**config.mk**
```make
export PLATFORM = sky130hd
export DESIGN_NAME = pcg_ctrl
export DESIGN_NICKNAME = d
export VERILOG_FILES = /design/src/common/pcg_pkg.sv /design/src/logic/pcg_gate_sel.sv /design/src/logic/pcg_fault_chk.sv /design/src/logic/pcg_ctrl.sv
export VERILOG_INCLUDE_DIRS = /design/src /design/src/common
export SDC_FILE = /design/constraint.sdc
export NUM_CORES = 1
export LEC_CHECK = 0
export ABC_AREA = 1
export BUFFER_PORTS_ARGS = -buffer_cell sky130_fd_sc_hd__buf_2
export CORE_MARGIN = 2
export CORE_UTILIZATION = 50
export DETAILED_ROUTE_END_ITERATION = 10
export GPL_TIMING_DRIVEN = 0
export PLACE_DENSITY_LB_ADDON = 0.3
export SYNTH_ARGS = -nofsm -noshare
export SYNTH_HDL_FRONTEND = slang
export SYNTH_SLANG_ARGS = --single-unit
```
**constraint.sdc**
```tcl
create_clock -name pclk -period 4.05 [get_ports pclk]
set_clock_uncertainty 0.15 [all_clocks]
set_input_delay 0.2025 -clock pclk [delete_from_list [all_inputs] [get_ports pclk]]
set_output_delay 0.2025 -clock pclk [all_outputs]
set_load 0.05 [all_outputs]
```
**src/common/pcg_map.svh**
```systemverilog
// Offsets, field positions, masks and reset values of the peripheral clock gating block.
// Assumes inclusion by bare name from files that need the register map.
`ifndef PCG_MAP_SVH
`define PCG_MAP_SVH

// ----------------------------------------------------------------
// Register byte offsets
// ----------------------------------------------------------------
`define PCG_OFF_CFG 12'h060
`define PCG_OFF_RUN1 12'h100
`define PCG_OFF_RUN2 12'h104
`define PCG_OFF_DEEP1 12'h120
`define PCG_OFF_STAT 12'h130

// ----------------------------------------------------------------
// Writable masks and reset values
// ----------------------------------------------------------------
`define PCG_MASK_RUN1 32'h0000_0008
`define PCG_MASK_RUN2 32'h0107_1013
`define PCG_MASK_DEEP1 32'h0000_0008
`define PCG_MASK_CFG 32'h0000_0001
`define PCG_RST_GATE 32'h0000_0000

// ----------------------------------------------------------------
// Field positions
// ----------------------------------------------------------------
`define PCG_BIT_WDT 3
`define PCG_BIT_ASYNC_SERIAL_A_CLK_GATE 0
`define PCG_BIT_ASYNC_SERIAL_B_CLK_GATE 1
`define PCG_BIT_SYNC_SERIAL_A_CLK_GATE 4
`define PCG_BIT_TWI0 12
`define PCG_BIT_TMR0 16
`define PCG_BIT_TMR1 17
`define PCG_BIT_TMR2 18
`define PCG_BIT_CMP0 24
`define PCG_BIT_ACG 0
`define PCG_BIT_FAULT 16
`define PCG_FUNIT_LSB 20

// ----------------------------------------------------------------
// Unit count and width of a unit index
// ----------------------------------------------------------------
`define PCG_NUM_UNITS 9
`define PCG_UNIT_W 4

`endif

```
**src/common/pcg_pkg.sv**
```systemverilog
// Types shared by the peripheral clock gating block.
// Assumes pcg_map.svh is on the include path.
`include "pcg_map.svh"

package pcg_pkg;

  // ----------------------------------------------------------------
  // Power modes and the per-unit gate carrier
  // ----------------------------------------------------------------
  typedef enum logic [1:0] {PCG_RUN, PCG_SLEEP, PCG_DEEP} pcg_mode_e;

  // Bit 0 is the watchdog, bit 8 the analog comparator.
  typedef struct packed {
    logic cmp0;
    logic gp_counter_c_clk_gate;
    logic gp_counter_b_clk_gate;
    logic gp_counter_a_clk_gate;
    logic twowire_port_a_clk_gate;
    logic sync_serial_a_clk_gate;
    logic async_serial_b_clk_gate;
    logic async_serial_a_clk_gate;
    logic watchdog_clk_gate;
  } pcg_gates_s;

  typedef logic [`PCG_NUM_UNITS-1:0] pcg_gvec_t;

endpackage : pcg_pkg

```
**src/logic/pcg_gate_sel.sv**
```systemverilog
// One unit's clock enable, chosen from the run, sleep and deep-sleep gate bits.
// Assumes mode and gate inputs are synchronous to pclk.
`timescale 1ns/1ps
`default_nettype none

module pcg_gate_sel
  import pcg_pkg::*;
(
  input wire logic pclk, // System clock.
  input wire logic presetn, // Asynchronous reset, active low.
  input wire pcg_mode_e mode, // Current power mode.
  input wire logic auto_clock_gating_bit, // Automatic gating enable.
  input wire logic run_bit, // Run-mode gate bit.
  input wire logic sleep_bit, // Sleep-mode gate bit.
  input wire logic deep_bit, // Deep-sleep gate bit.
  output logic en_r // Registered clock enable.
);

  logic en_nxt;

  // Low-power sets only count with automatic gating on; otherwise run bits stay.
  always_comb begin
    en_nxt = run_bit;
    if (auto_clock_gating_bit) begin
      case (mode)
        PCG_SLEEP: en_nxt = sleep_bit;
        PCG_DEEP: en_nxt = deep_bit;
        default: en_nxt = run_bit;
      endcase
    end
  end

  // Enable register; a low enable withholds the unit's clock.
  always_ff @(posedge pclk or negedge presetn) begin
    if (!presetn) begin
      en_r <= 1'b0;
    end else begin
      en_r <= en_nxt;
    end
  end

endmodule : pcg_gate_sel

`default_nettype wire

```
**src/logic/pcg_fault_chk.sv**
```systemverilog
// Bus fault detection for accesses aimed at a unit whose clock is off.
// Assumes access strobe and unit index are synchronous to pclk.
`timescale 1ns/1ps
`default_nettype none
`include "pcg_map.svh"

module pcg_fault_chk
  import pcg_pkg::*;
(
  input wire logic pclk, // System clock.
  input wire logic presetn, // Asynchronous reset, active low.
  input wire logic acc_valid, // Access to a peripheral this cycle.
  input wire logic [`PCG_UNIT_W-1:0] acc_unit, // Index of the unit accessed.
  input wire pcg_gvec_t en_vec, // Current clock enables.
  output logic fault_r, // One-cycle bus fault pulse.
  output logic [`PCG_UNIT_W-1:0] funit_r // Unit of the last fault.
);

  logic hit;

  // Indices beyond the gated units are never faulted.
  always_comb begin
    hit = 1'b0;
    if (acc_valid && (acc_unit < `PCG_UNIT_W'(`PCG_NUM_UNITS))) begin
      hit = !en_vec[acc_unit];
    end
  end

  // Fault pulse and the unit it belongs to.
  always_ff @(posedge pclk or negedge presetn) begin
    if (!presetn) begin
      fault_r <= 1'b0;
      funit_r <= '0;
    end else begin
      fault_r <= hit;
      if (hit) begin
        funit_r <= acc_unit;
      end
    end
  end

endmodule : pcg_fault_chk

`default_nettype wire

```
**src/logic/pcg_ctrl.sv**
```systemverilog
// Peripheral clock gating controller with an APB register slave.
// Assumes one clock, APB master on pclk, power mode requests on pclk.
//
// What this block does
// - Set gate bit delivers clock to unit.
// - Clear gate bit withholds clock, unit disabled.
// - Access to unclocked unit gives bus fault.
// - All gate bits reset to zero.
// - Run, sleep, deep-sleep sets per mode.
// - Low-power sets only with automatic gating.
// - Deep-sleep first register: bit 3 watchdog.
// - Run second register bits 18:16 timers.
// - Run second register bit 12 two-wire.
// - Run second register bit 4 sync serial.
// - Run second register bits 1:0 async serial.
// - Unused run second bits read zero.
// - Run second register gates analog comparator.
`timescale 1ns/1ps
`default_nettype none
`include "pcg_map.svh"

module pcg_ctrl
  import pcg_pkg::*;
#(
  parameter int ADDR_W = 12 // APB address width.
) (
  input wire logic pclk, // System clock, 200 MHz.
  input wire logic presetn, // Asynchronous reset, active low.
  input wire logic psel, // APB select.
  input wire logic penable, // APB enable.
  input wire logic pwrite, // APB write.
  input wire logic [ADDR_W-1:0] paddr, // APB byte address.
  input wire logic [31:0] pwdata, // APB write data.
  input wire logic [3:0] pstrb, // APB write byte strobes.
  output logic [31:0] prdata, // APB read data.
  output logic pready, // APB ready.
  output logic pslverr, // APB error.
  input wire logic sleep_req, // Processor is in sleep.
  input wire logic deep_sleep_req, // Processor is in deep sleep.
  input wire pcg_gates_s sleep_gates, // Sleep-mode gate set.
  input wire pcg_gates_s deep_sleep_gates, // Deep-sleep set; watchdog field unused.
  input wire logic periph_acc_valid, // Peripheral access strobe.
  input wire logic [`PCG_UNIT_W-1:0] periph_acc_unit, // Peripheral index.
  output pcg_gates_s unit_clk_en, // Per-unit clock enables.
  output logic bus_fault, // Bus fault pulse.
  output logic [`PCG_UNIT_W-1:0] fault_unit // Unit of last fault.
);

  // ----------------------------------------------------------------
  // Elaboration checks
  // ----------------------------------------------------------------

  // The decode compares the low twelve address bits, so it needs all twelve.
  if (ADDR_W < 12) begin : g_addr_chk
    $error("pcg_ctrl: ADDR_W must be at least 12");
  end

  // ----------------------------------------------------------------
  // Declarations
  // ----------------------------------------------------------------
  logic [31:0] run1_r;
  logic [31:0] run2_r;
  logic [31:0] deep1_r;
  logic [31:0] cfg_r;
  logic fault_sticky_r;
  logic pready_r;
  logic pslverr_r;
  logic [31:0] prdata_r;
  pcg_mode_e mode_r;
  pcg_mode_e mode_nxt;
  logic auto_clock_gating_bit;
  logic setup;
  logic fire;
  logic hi_zero;
  logic sel_run1;
  logic sel_run2;
  logic sel_deep1;
  logic sel_cfg;
  logic sel_stat;
  logic mapped;
  logic [31:0] rd_mux;
  logic wr_run1;
  logic wr_run2;
  logic wr_deep1;
  logic wr_cfg;
  logic wr_stat;
  logic fault_pulse;
  logic [`PCG_UNIT_W-1:0] funit;
  pcg_gates_s run_gates;
  pcg_gates_s deep_gates;
  pcg_gvec_t run_vec;
  pcg_gvec_t sleep_vec;
  pcg_gvec_t deep_vec;
  pcg_gvec_t en_vec;

  // ----------------------------------------------------------------
  // Byte-lane merge
  // ----------------------------------------------------------------

  // Only strobed lanes change, and only writable bits; reserved bits stay zero.
  function automatic logic [31:0] merge(input logic [31:0] old,
                                        input logic [31:0] wd,
                                        input logic [3:0] strb,
                                        input logic [31:0] mask);
    logic [31:0] res;
    res = old;
    for (int i = 0; i < 4; i++) begin
      if (strb[i]) begin
        res[8*i +: 8] = wd[8*i +: 8];
      end
    end
    return res & mask;
  endfunction : merge

  // ----------------------------------------------------------------
  // APB decode
  // ----------------------------------------------------------------

  // Upper address bits beyond the map must be zero for a hit.
  assign hi_zero = (paddr >> 12) == '0;
  assign sel_run1 = hi_zero && (paddr[11:0] == `PCG_OFF_RUN1);
  assign sel_run2 = hi_zero && (paddr[11:0] == `PCG_OFF_RUN2);
  assign sel_deep1 = hi_zero && (paddr[11:0] == `PCG_OFF_DEEP1);
  assign sel_cfg = hi_zero && (paddr[11:0] == `PCG_OFF_CFG);
  assign sel_stat = hi_zero && (paddr[11:0] == `PCG_OFF_STAT);
  assign mapped = sel_run1 || sel_run2 || sel_deep1 || sel_cfg || sel_stat;

  // Setup cycle arms the answer; the access cycle that sees pready completes.
  assign setup = psel && !penable;
  assign fire = psel && penable && pready_r;

  // Write strobes act only at the completing edge and never on an error.
  assign wr_run1 = fire && pwrite && sel_run1;
  assign wr_run2 = fire && pwrite && sel_run2;
  assign wr_deep1 = fire && pwrite && sel_deep1;
  assign wr_cfg = fire && pwrite && sel_cfg;
  assign wr_stat = fire && pwrite && sel_stat && pstrb[2];

  // Read multiplexer; reserved fields read zero through the stored masks.
  always_comb begin
    rd_mux = 32'h0000_0000;
    case (1'b1)
      sel_run1: rd_mux = run1_r;
      sel_run2: rd_mux = run2_r;
      sel_deep1: rd_mux = deep1_r;
      sel_cfg: rd_mux = cfg_r;
      sel_stat: begin
        rd_mux[`PCG_NUM_UNITS-1:0] = en_vec;
        rd_mux[`PCG_BIT_FAULT] = fault_sticky_r;
        rd_mux[`PCG_FUNIT_LSB +: `PCG_UNIT_W] = funit;
      end
      default: rd_mux = 32'h0000_0000;
    endcase
  end

  // ----------------------------------------------------------------
  // APB answer registers
  // ----------------------------------------------------------------

  // Ready rises for the first access cycle, so every transfer has no wait state.
  always_ff @(posedge pclk or negedge presetn) begin
    if (!presetn) begin
      pready_r <= 1'b0;
    end else begin
      pready_r <= setup;
    end
  end

  // Error is prepared in setup so that it stands with ready.
  always_ff @(posedge pclk or negedge presetn) begin
    if (!presetn) begin
      pslverr_r <= 1'b0;
    end else if (setup) begin
      pslverr_r <= !mapped;
    end else begin
      pslverr_r <= 1'b0;
    end
  end

  // Read data is captured in setup; it holds zero outside a read.
  always_ff @(posedge pclk or negedge presetn) begin
    if (!presetn) begin
      prdata_r <= 32'h0000_0000;
    end else if (setup && !pwrite) begin
      prdata_r <= rd_mux;
    end else if (fire) begin
      prdata_r <= 32'h0000_0000;
    end
  end

  assign pready = pready_r;
  assign pslverr = pslverr_r;
  assign prdata = prdata_r;

  // ----------------------------------------------------------------
  // Gate registers
  // ----------------------------------------------------------------

  // Run-mode first register holds only the watchdog gate.
  always_ff @(posedge pclk or negedge presetn) begin
    if (!presetn) begin
      run1_r <= `PCG_RST_GATE;
    end else if (wr_run1) begin
      run1_r <= merge(run1_r, pwdata, pstrb, `PCG_MASK_RUN1);
    end
  end

  // Run-mode second register: timers, two-wire, serial and comparator gates.
  always_ff @(posedge pclk or negedge presetn) begin
    if (!presetn) begin
      run2_r <= `PCG_RST_GATE;
    end else if (wr_run2) begin
      run2_r <= merge(run2_r, pwdata, pstrb, `PCG_MASK_RUN2);
    end
  end

  // Deep-sleep first register: bit 3 only, the rest is read-only zero.
  always_ff @(posedge pclk or negedge presetn) begin
    if (!presetn) begin
      deep1_r <= `PCG_RST_GATE;
    end else if (wr_deep1) begin
      deep1_r <= merge(deep1_r, pwdata, pstrb, `PCG_MASK_DEEP1);
    end
  end

  // Configuration register carrying the automatic gating bit.
  always_ff @(posedge pclk or negedge presetn) begin
    if (!presetn) begin
      cfg_r <= `PCG_RST_GATE;
    end else if (wr_cfg) begin
      cfg_r <= merge(cfg_r, pwdata, pstrb, `PCG_MASK_CFG);
    end
  end

  assign auto_clock_gating_bit = cfg_r[`PCG_BIT_ACG];

  // ----------------------------------------------------------------
  // Fault status
  // ----------------------------------------------------------------

  // Sticky fault flag, write one to clear; a new fault in the clear cycle wins.
  always_ff @(posedge pclk or negedge presetn) begin
    if (!presetn) begin
      fault_sticky_r <= 1'b0;
    end else if (fault_pulse) begin
      fault_sticky_r <= 1'b1;
    end else if (wr_stat && pwdata[`PCG_BIT_FAULT]) begin
      fault_sticky_r <= 1'b0;
    end
  end

  // ----------------------------------------------------------------
  // Power mode tracking
  // ----------------------------------------------------------------

  // Deep sleep takes precedence when both requests are high.
  always_comb begin
    mode_nxt = PCG_RUN;
    if (deep_sleep_req) begin
      mode_nxt = PCG_DEEP;
    end else if (sleep_req) begin
      mode_nxt = PCG_SLEEP;
    end
  end

  // Mode is registered so that all unit enables switch on the same edge.
  always_ff @(posedge pclk or negedge presetn) begin
    if (!presetn) begin
      mode_r <= PCG_RUN;
    end else begin
      mode_r <= mode_nxt;
    end
  end

  // ----------------------------------------------------------------
  // Gate sets per mode
  // ----------------------------------------------------------------

  // Run set drawn from the two run registers at their fixed positions.
  always_comb begin
    run_gates = '0;
    run_gates.watchdog_clk_gate = run1_r[`PCG_BIT_WDT];
    run_gates.async_serial_a_clk_gate = run2_r[`PCG_BIT_ASYNC_SERIAL_A_CLK_GATE];
    run_gates.async_serial_b_clk_gate = run2_r[`PCG_BIT_ASYNC_SERIAL_B_CLK_GATE];
    run_gates.sync_serial_a_clk_gate = run2_r[`PCG_BIT_SYNC_SERIAL_A_CLK_GATE];
    run_gates.twowire_port_a_clk_gate = run2_r[`PCG_BIT_TWI0];
    run_gates.gp_counter_a_clk_gate = run2_r[`PCG_BIT_TMR0];
    run_gates.gp_counter_b_clk_gate = run2_r[`PCG_BIT_TMR1];
    run_gates.gp_counter_c_clk_gate = run2_r[`PCG_BIT_TMR2];
    run_gates.cmp0 = run2_r[`PCG_BIT_CMP0];
  end

  // Deep-sleep set: watchdog from the local register, the rest from outside.
  always_comb begin
    deep_gates = deep_sleep_gates;
    deep_gates.watchdog_clk_gate = deep1_r[`PCG_BIT_WDT];
  end

  assign run_vec = run_gates;
  assign sleep_vec = sleep_gates;
  assign deep_vec = deep_gates;

  // ----------------------------------------------------------------
  // Per-unit enable selection
  // ----------------------------------------------------------------

  // One selector per unit; each output is a flip-flop driving the enable pin.
  for (genvar u = 0; u < `PCG_NUM_UNITS; u++) begin : g_unit
    pcg_gate_sel u_sel (
      .pclk(pclk),
      .presetn(presetn),
      .mode(mode_r),
      .auto_clock_gating_bit(auto_clock_gating_bit),
      .run_bit(run_vec[u]),
      .sleep_bit(sleep_vec[u]),
      .deep_bit(deep_vec[u]),
      .en_r(en_vec[u])
    );
  end

  // The enables gate each unit's clock: high delivers it, low withholds it.
  assign unit_clk_en = en_vec;

  // ----------------------------------------------------------------
  // Bus fault on access to an unclocked unit
  // ----------------------------------------------------------------

  // Checked against the enables in force, so low-power gating faults too.
  pcg_fault_chk u_fault (
    .pclk(pclk),
    .presetn(presetn),
    .acc_valid(periph_acc_valid),
    .acc_unit(periph_acc_unit),
    .en_vec(en_vec),
    .fault_r(fault_pulse),
    .funit_r(funit)
  );

  assign bus_fault = fault_pulse;
  assign fault_unit = funit;

endmodule : pcg_ctrl

`default_nettype wire

```
==> results_dict.tcl <==
set metrics [dict create \
    path_cells "dlygate4sd3_1 -> buf_2 -> nand3_1 -> nor2_1 -> inv_1 -> nor2_8 -> nand3_1 -> dlygate4sd3_1 -> nand2_1 -> dlygate4sd3_1" \
    cts_buffers 5 \
    drive_above_1_share 0.3326 \
    powerDensity_nw_per_um2 310.0 \
    rsz0062_at_grt "false" \
    antenna_left 0 \
    path_max_fanout 5 \
    synth.area.top_cells "dfrtp_1, nand2_1, buf_4" \
    finalHoldViolations 0 \
    cts_root_buf "clkbuf_8" \
    pre_cts_slack_ps 2246 \
    path_buf_inv 5 \
    portBuffers 87 \
    vias 2506 \
    path_depth 10 \
    drtPass1Iterations 4 \
    row_count 26 \
    yosys.area.top_type_share 0.4480 \
    antenna_found_initial 0 \
    die_area_um2 5964 \
    grt_max_degree 49 \
    route.detailed.drc 0 \
    yosysSeqAreaShare 0.4480 \
    dp.cells 503 \
    gr-total-overflow 0 \
    ir_drop_uv 169.6 \
    crit_top_cell "dlygate4sd3_1" \
    synth_enable_flop_cells 0 \
    post-route-min-period_ps 2643 \
    synth_top_area_cell "dfrtp_1" \
    finalMaxSlewViolations 0 \
    track_usage 0.2315 \
    cts_sinks 48 \
    diodes 0 \
    yosys_warnings 0 \
    area_growth_syn_to_layout_pct 30.75 \
    routed_via_density 4.755 \
    io_pins 126 \
    slowest_stage "dlygate4sd3_1" \
    gp_congestion 0.8385 \
    initial_utilization 0.5217 \
    cts_max_path_buffers 2 \
    max_slew.worst_pin.slew_ps 1059 \
    max_stage_delay_ps 550 \
    synth_flop_cell "dfrtp_1" \
    grt_pass1_vias 2412 \
    synth_area_um2 2681 \
    postSynthAreaPerCell_um2 8.052 \
    die_x_um 77.23 \
    nets 536 \
    cp.required_ps 4150 \
    yosys.cell_types.count 33 \
    die_h_um 77.23 \
    outcome "completed" \
    fin_setup_tns_ps 0 \
    synthTopCellsByCount "nand2_1, dfrtp_1, inv_1, nand3_1" \
    async_reset_ff_frac 1.000 \
    setup_ws_ps 1407 \
    wire_per_inst_um 12.27 \
    fin_crit_sh 0.6525 \
    min_path_type "in -> reg" \
    setup_viol 0 \
    dr.first_iter.drc_count 153 \
    end_kind "register" \
    grt_pass1_wl_um 11030 \
    cap_violations 0 \
    worstReg2RegStart "pready" \
    synthCells 333 \
    critPathLaunch "penable" \
    synth-seq-cells 48 \
    p_leak_nw 2.054 \
    htreeDepth 2 \
    wl_um 6464 \
    final_cells 527 \
    regToRegSetupSlack_ps 1620 \
    crit_type "in -> reg" \
    cp_top_family "buffers and inverters" \
    cp-start-kind "input pin" \
    cts_tree "built" \
    yosysMostFrequentCell "nand2_1" \
    clock_latency_ps 310 \
    max_freq_ghz 0.3784 \
    relSlewSlack 0.2940 \
    critPathCapture "run2_r[24]" \
    r2r_end "run2_r[24]" \
    ff2ff_path_depth 8 \
    clk_pin_slew_ps 100 \
    worstPathArrival_ps 2740 \
    coreArea_um2 5140 \
    dp_hpwl_um 4845 \
]
[flip-flops by register name (all words and copies together), names as in the netlist]
register and flops:
prdata 18, g_unit.u_sel.en_r 9, run2_r 8, u_fault.funit_r 4, mode_r 2, cfg_r 1
deep1_r 1, fault_sticky_r 1, pready 1, pslverr 1, run1_r 1, u_fault.fault_r 1
[how the worst min path moves through the flow]
stage / from / end / slack, ps / cells after the start
5_1_grt: deep_sleep_gates[4] / g_unit[4].u_sel.en_r / 20 / 3
6_report: deep_sleep_gates[4] / g_unit[4].u_sel.en_r / 4 / 3
3_5_place_dp: deep_sleep_req / mode_r[1] / 190 / 1
2_1_floorplan: presetn / cfg_r[0] / -240 / 0
4_1_cts: deep_sleep_gates[4] / g_unit[4].u_sel.en_r / 7 / 3
3_3_place_gp: deep_sleep_req / mode_r[1] / 180 / 1
[logic make-up after synthesis]
| group | after synthesis | synth area share |
|---|---|---|
| adder cells (fa/ha/maj) | 2 | 0.009331 |
| AO/OA/AOI/OAI | 27 | 0.06720 |
| buffers and inverters | 78 | 0.1451 |
| AND/OR/NAND/NOR | 177 | 0.3290 |
| other | 1 | 0.001399 |
| flip-flops | 48 | 0.4480 |
[per-stage QoR]
stage	area [µm²]	util	power (mW)	hold WS, ps
after floorplan	2730	-	0.7125	-243.1
after global placement	3253	0.6329	0.7893	175.5
after detailed placement	3253	0.6329	0.7929	185.7
after CTS	3506	0.6821	1.091	6.987
after global routing	3506	0.6821	1.138	16.94
final	3506	0.6821	1.087	3.848
[metal layers]
layer  global-route usage  wire, µm  up-vias
met1               0.2957      2818     1150
li1                     -         -     1270
met2               0.4000      3232       80
met5                    0         0        -
met3              0.04706       346        6
met4              0.06071        68        0
[worst min-delay path: stages]
cell and delay (ps):
buf_2 80, a221oi_1 70, nor2_1 80
[report_power, final]
group          internal [mW]  total, mW  switching (mW)
combinational         0.0882      0.276           0.187
sequential             0.500      0.517          0.0178
clock                  0.122      0.294           0.171
[layout by cell type, fill, tap and decap left out, types with 3 or more instances in the layout]
master,netlist,final
nand4_1,7,7
inv_2,3,3
a221oi_1,8,8
dfrtp_1,48,48
nand2_2,4,4
nor2_2,7,7
nand2_4,3,3
nor3_1,4,4
nand3_1,33,33
nand2_1,84,84
buf_2,3,90
clkbuf_8,0,5
inv_1,45,45
nor2_4,5,5
conb_1,1,14
dlygate4sd3_1,0,16
buf_4,23,23
o21ai_1,6,6
nor2_1,23,23
a21oi_1,3,3
o21ai_0,5,5
[final cells by class]
type                            count  area, µm²
Fill cell                         452       1634
Sequential cell                    48       1201
Multi-Input combinational cell    220       1140
Timing Repair Buffer              103      595.6
Buffer                             28      195.2
Inverter                           50      193.9
Tap cell                           70      87.58
Clock buffer                        5      68.82
Clock inverter                      3      23.77
[repair_timing]
item | CTS | global route
hold buffers | 16 | 0
setup buffers | 0 | 0
hold endpoints to repair | 59 | 0
resized for setup | 0 | 0
Power figures use the tool's default switching activity.
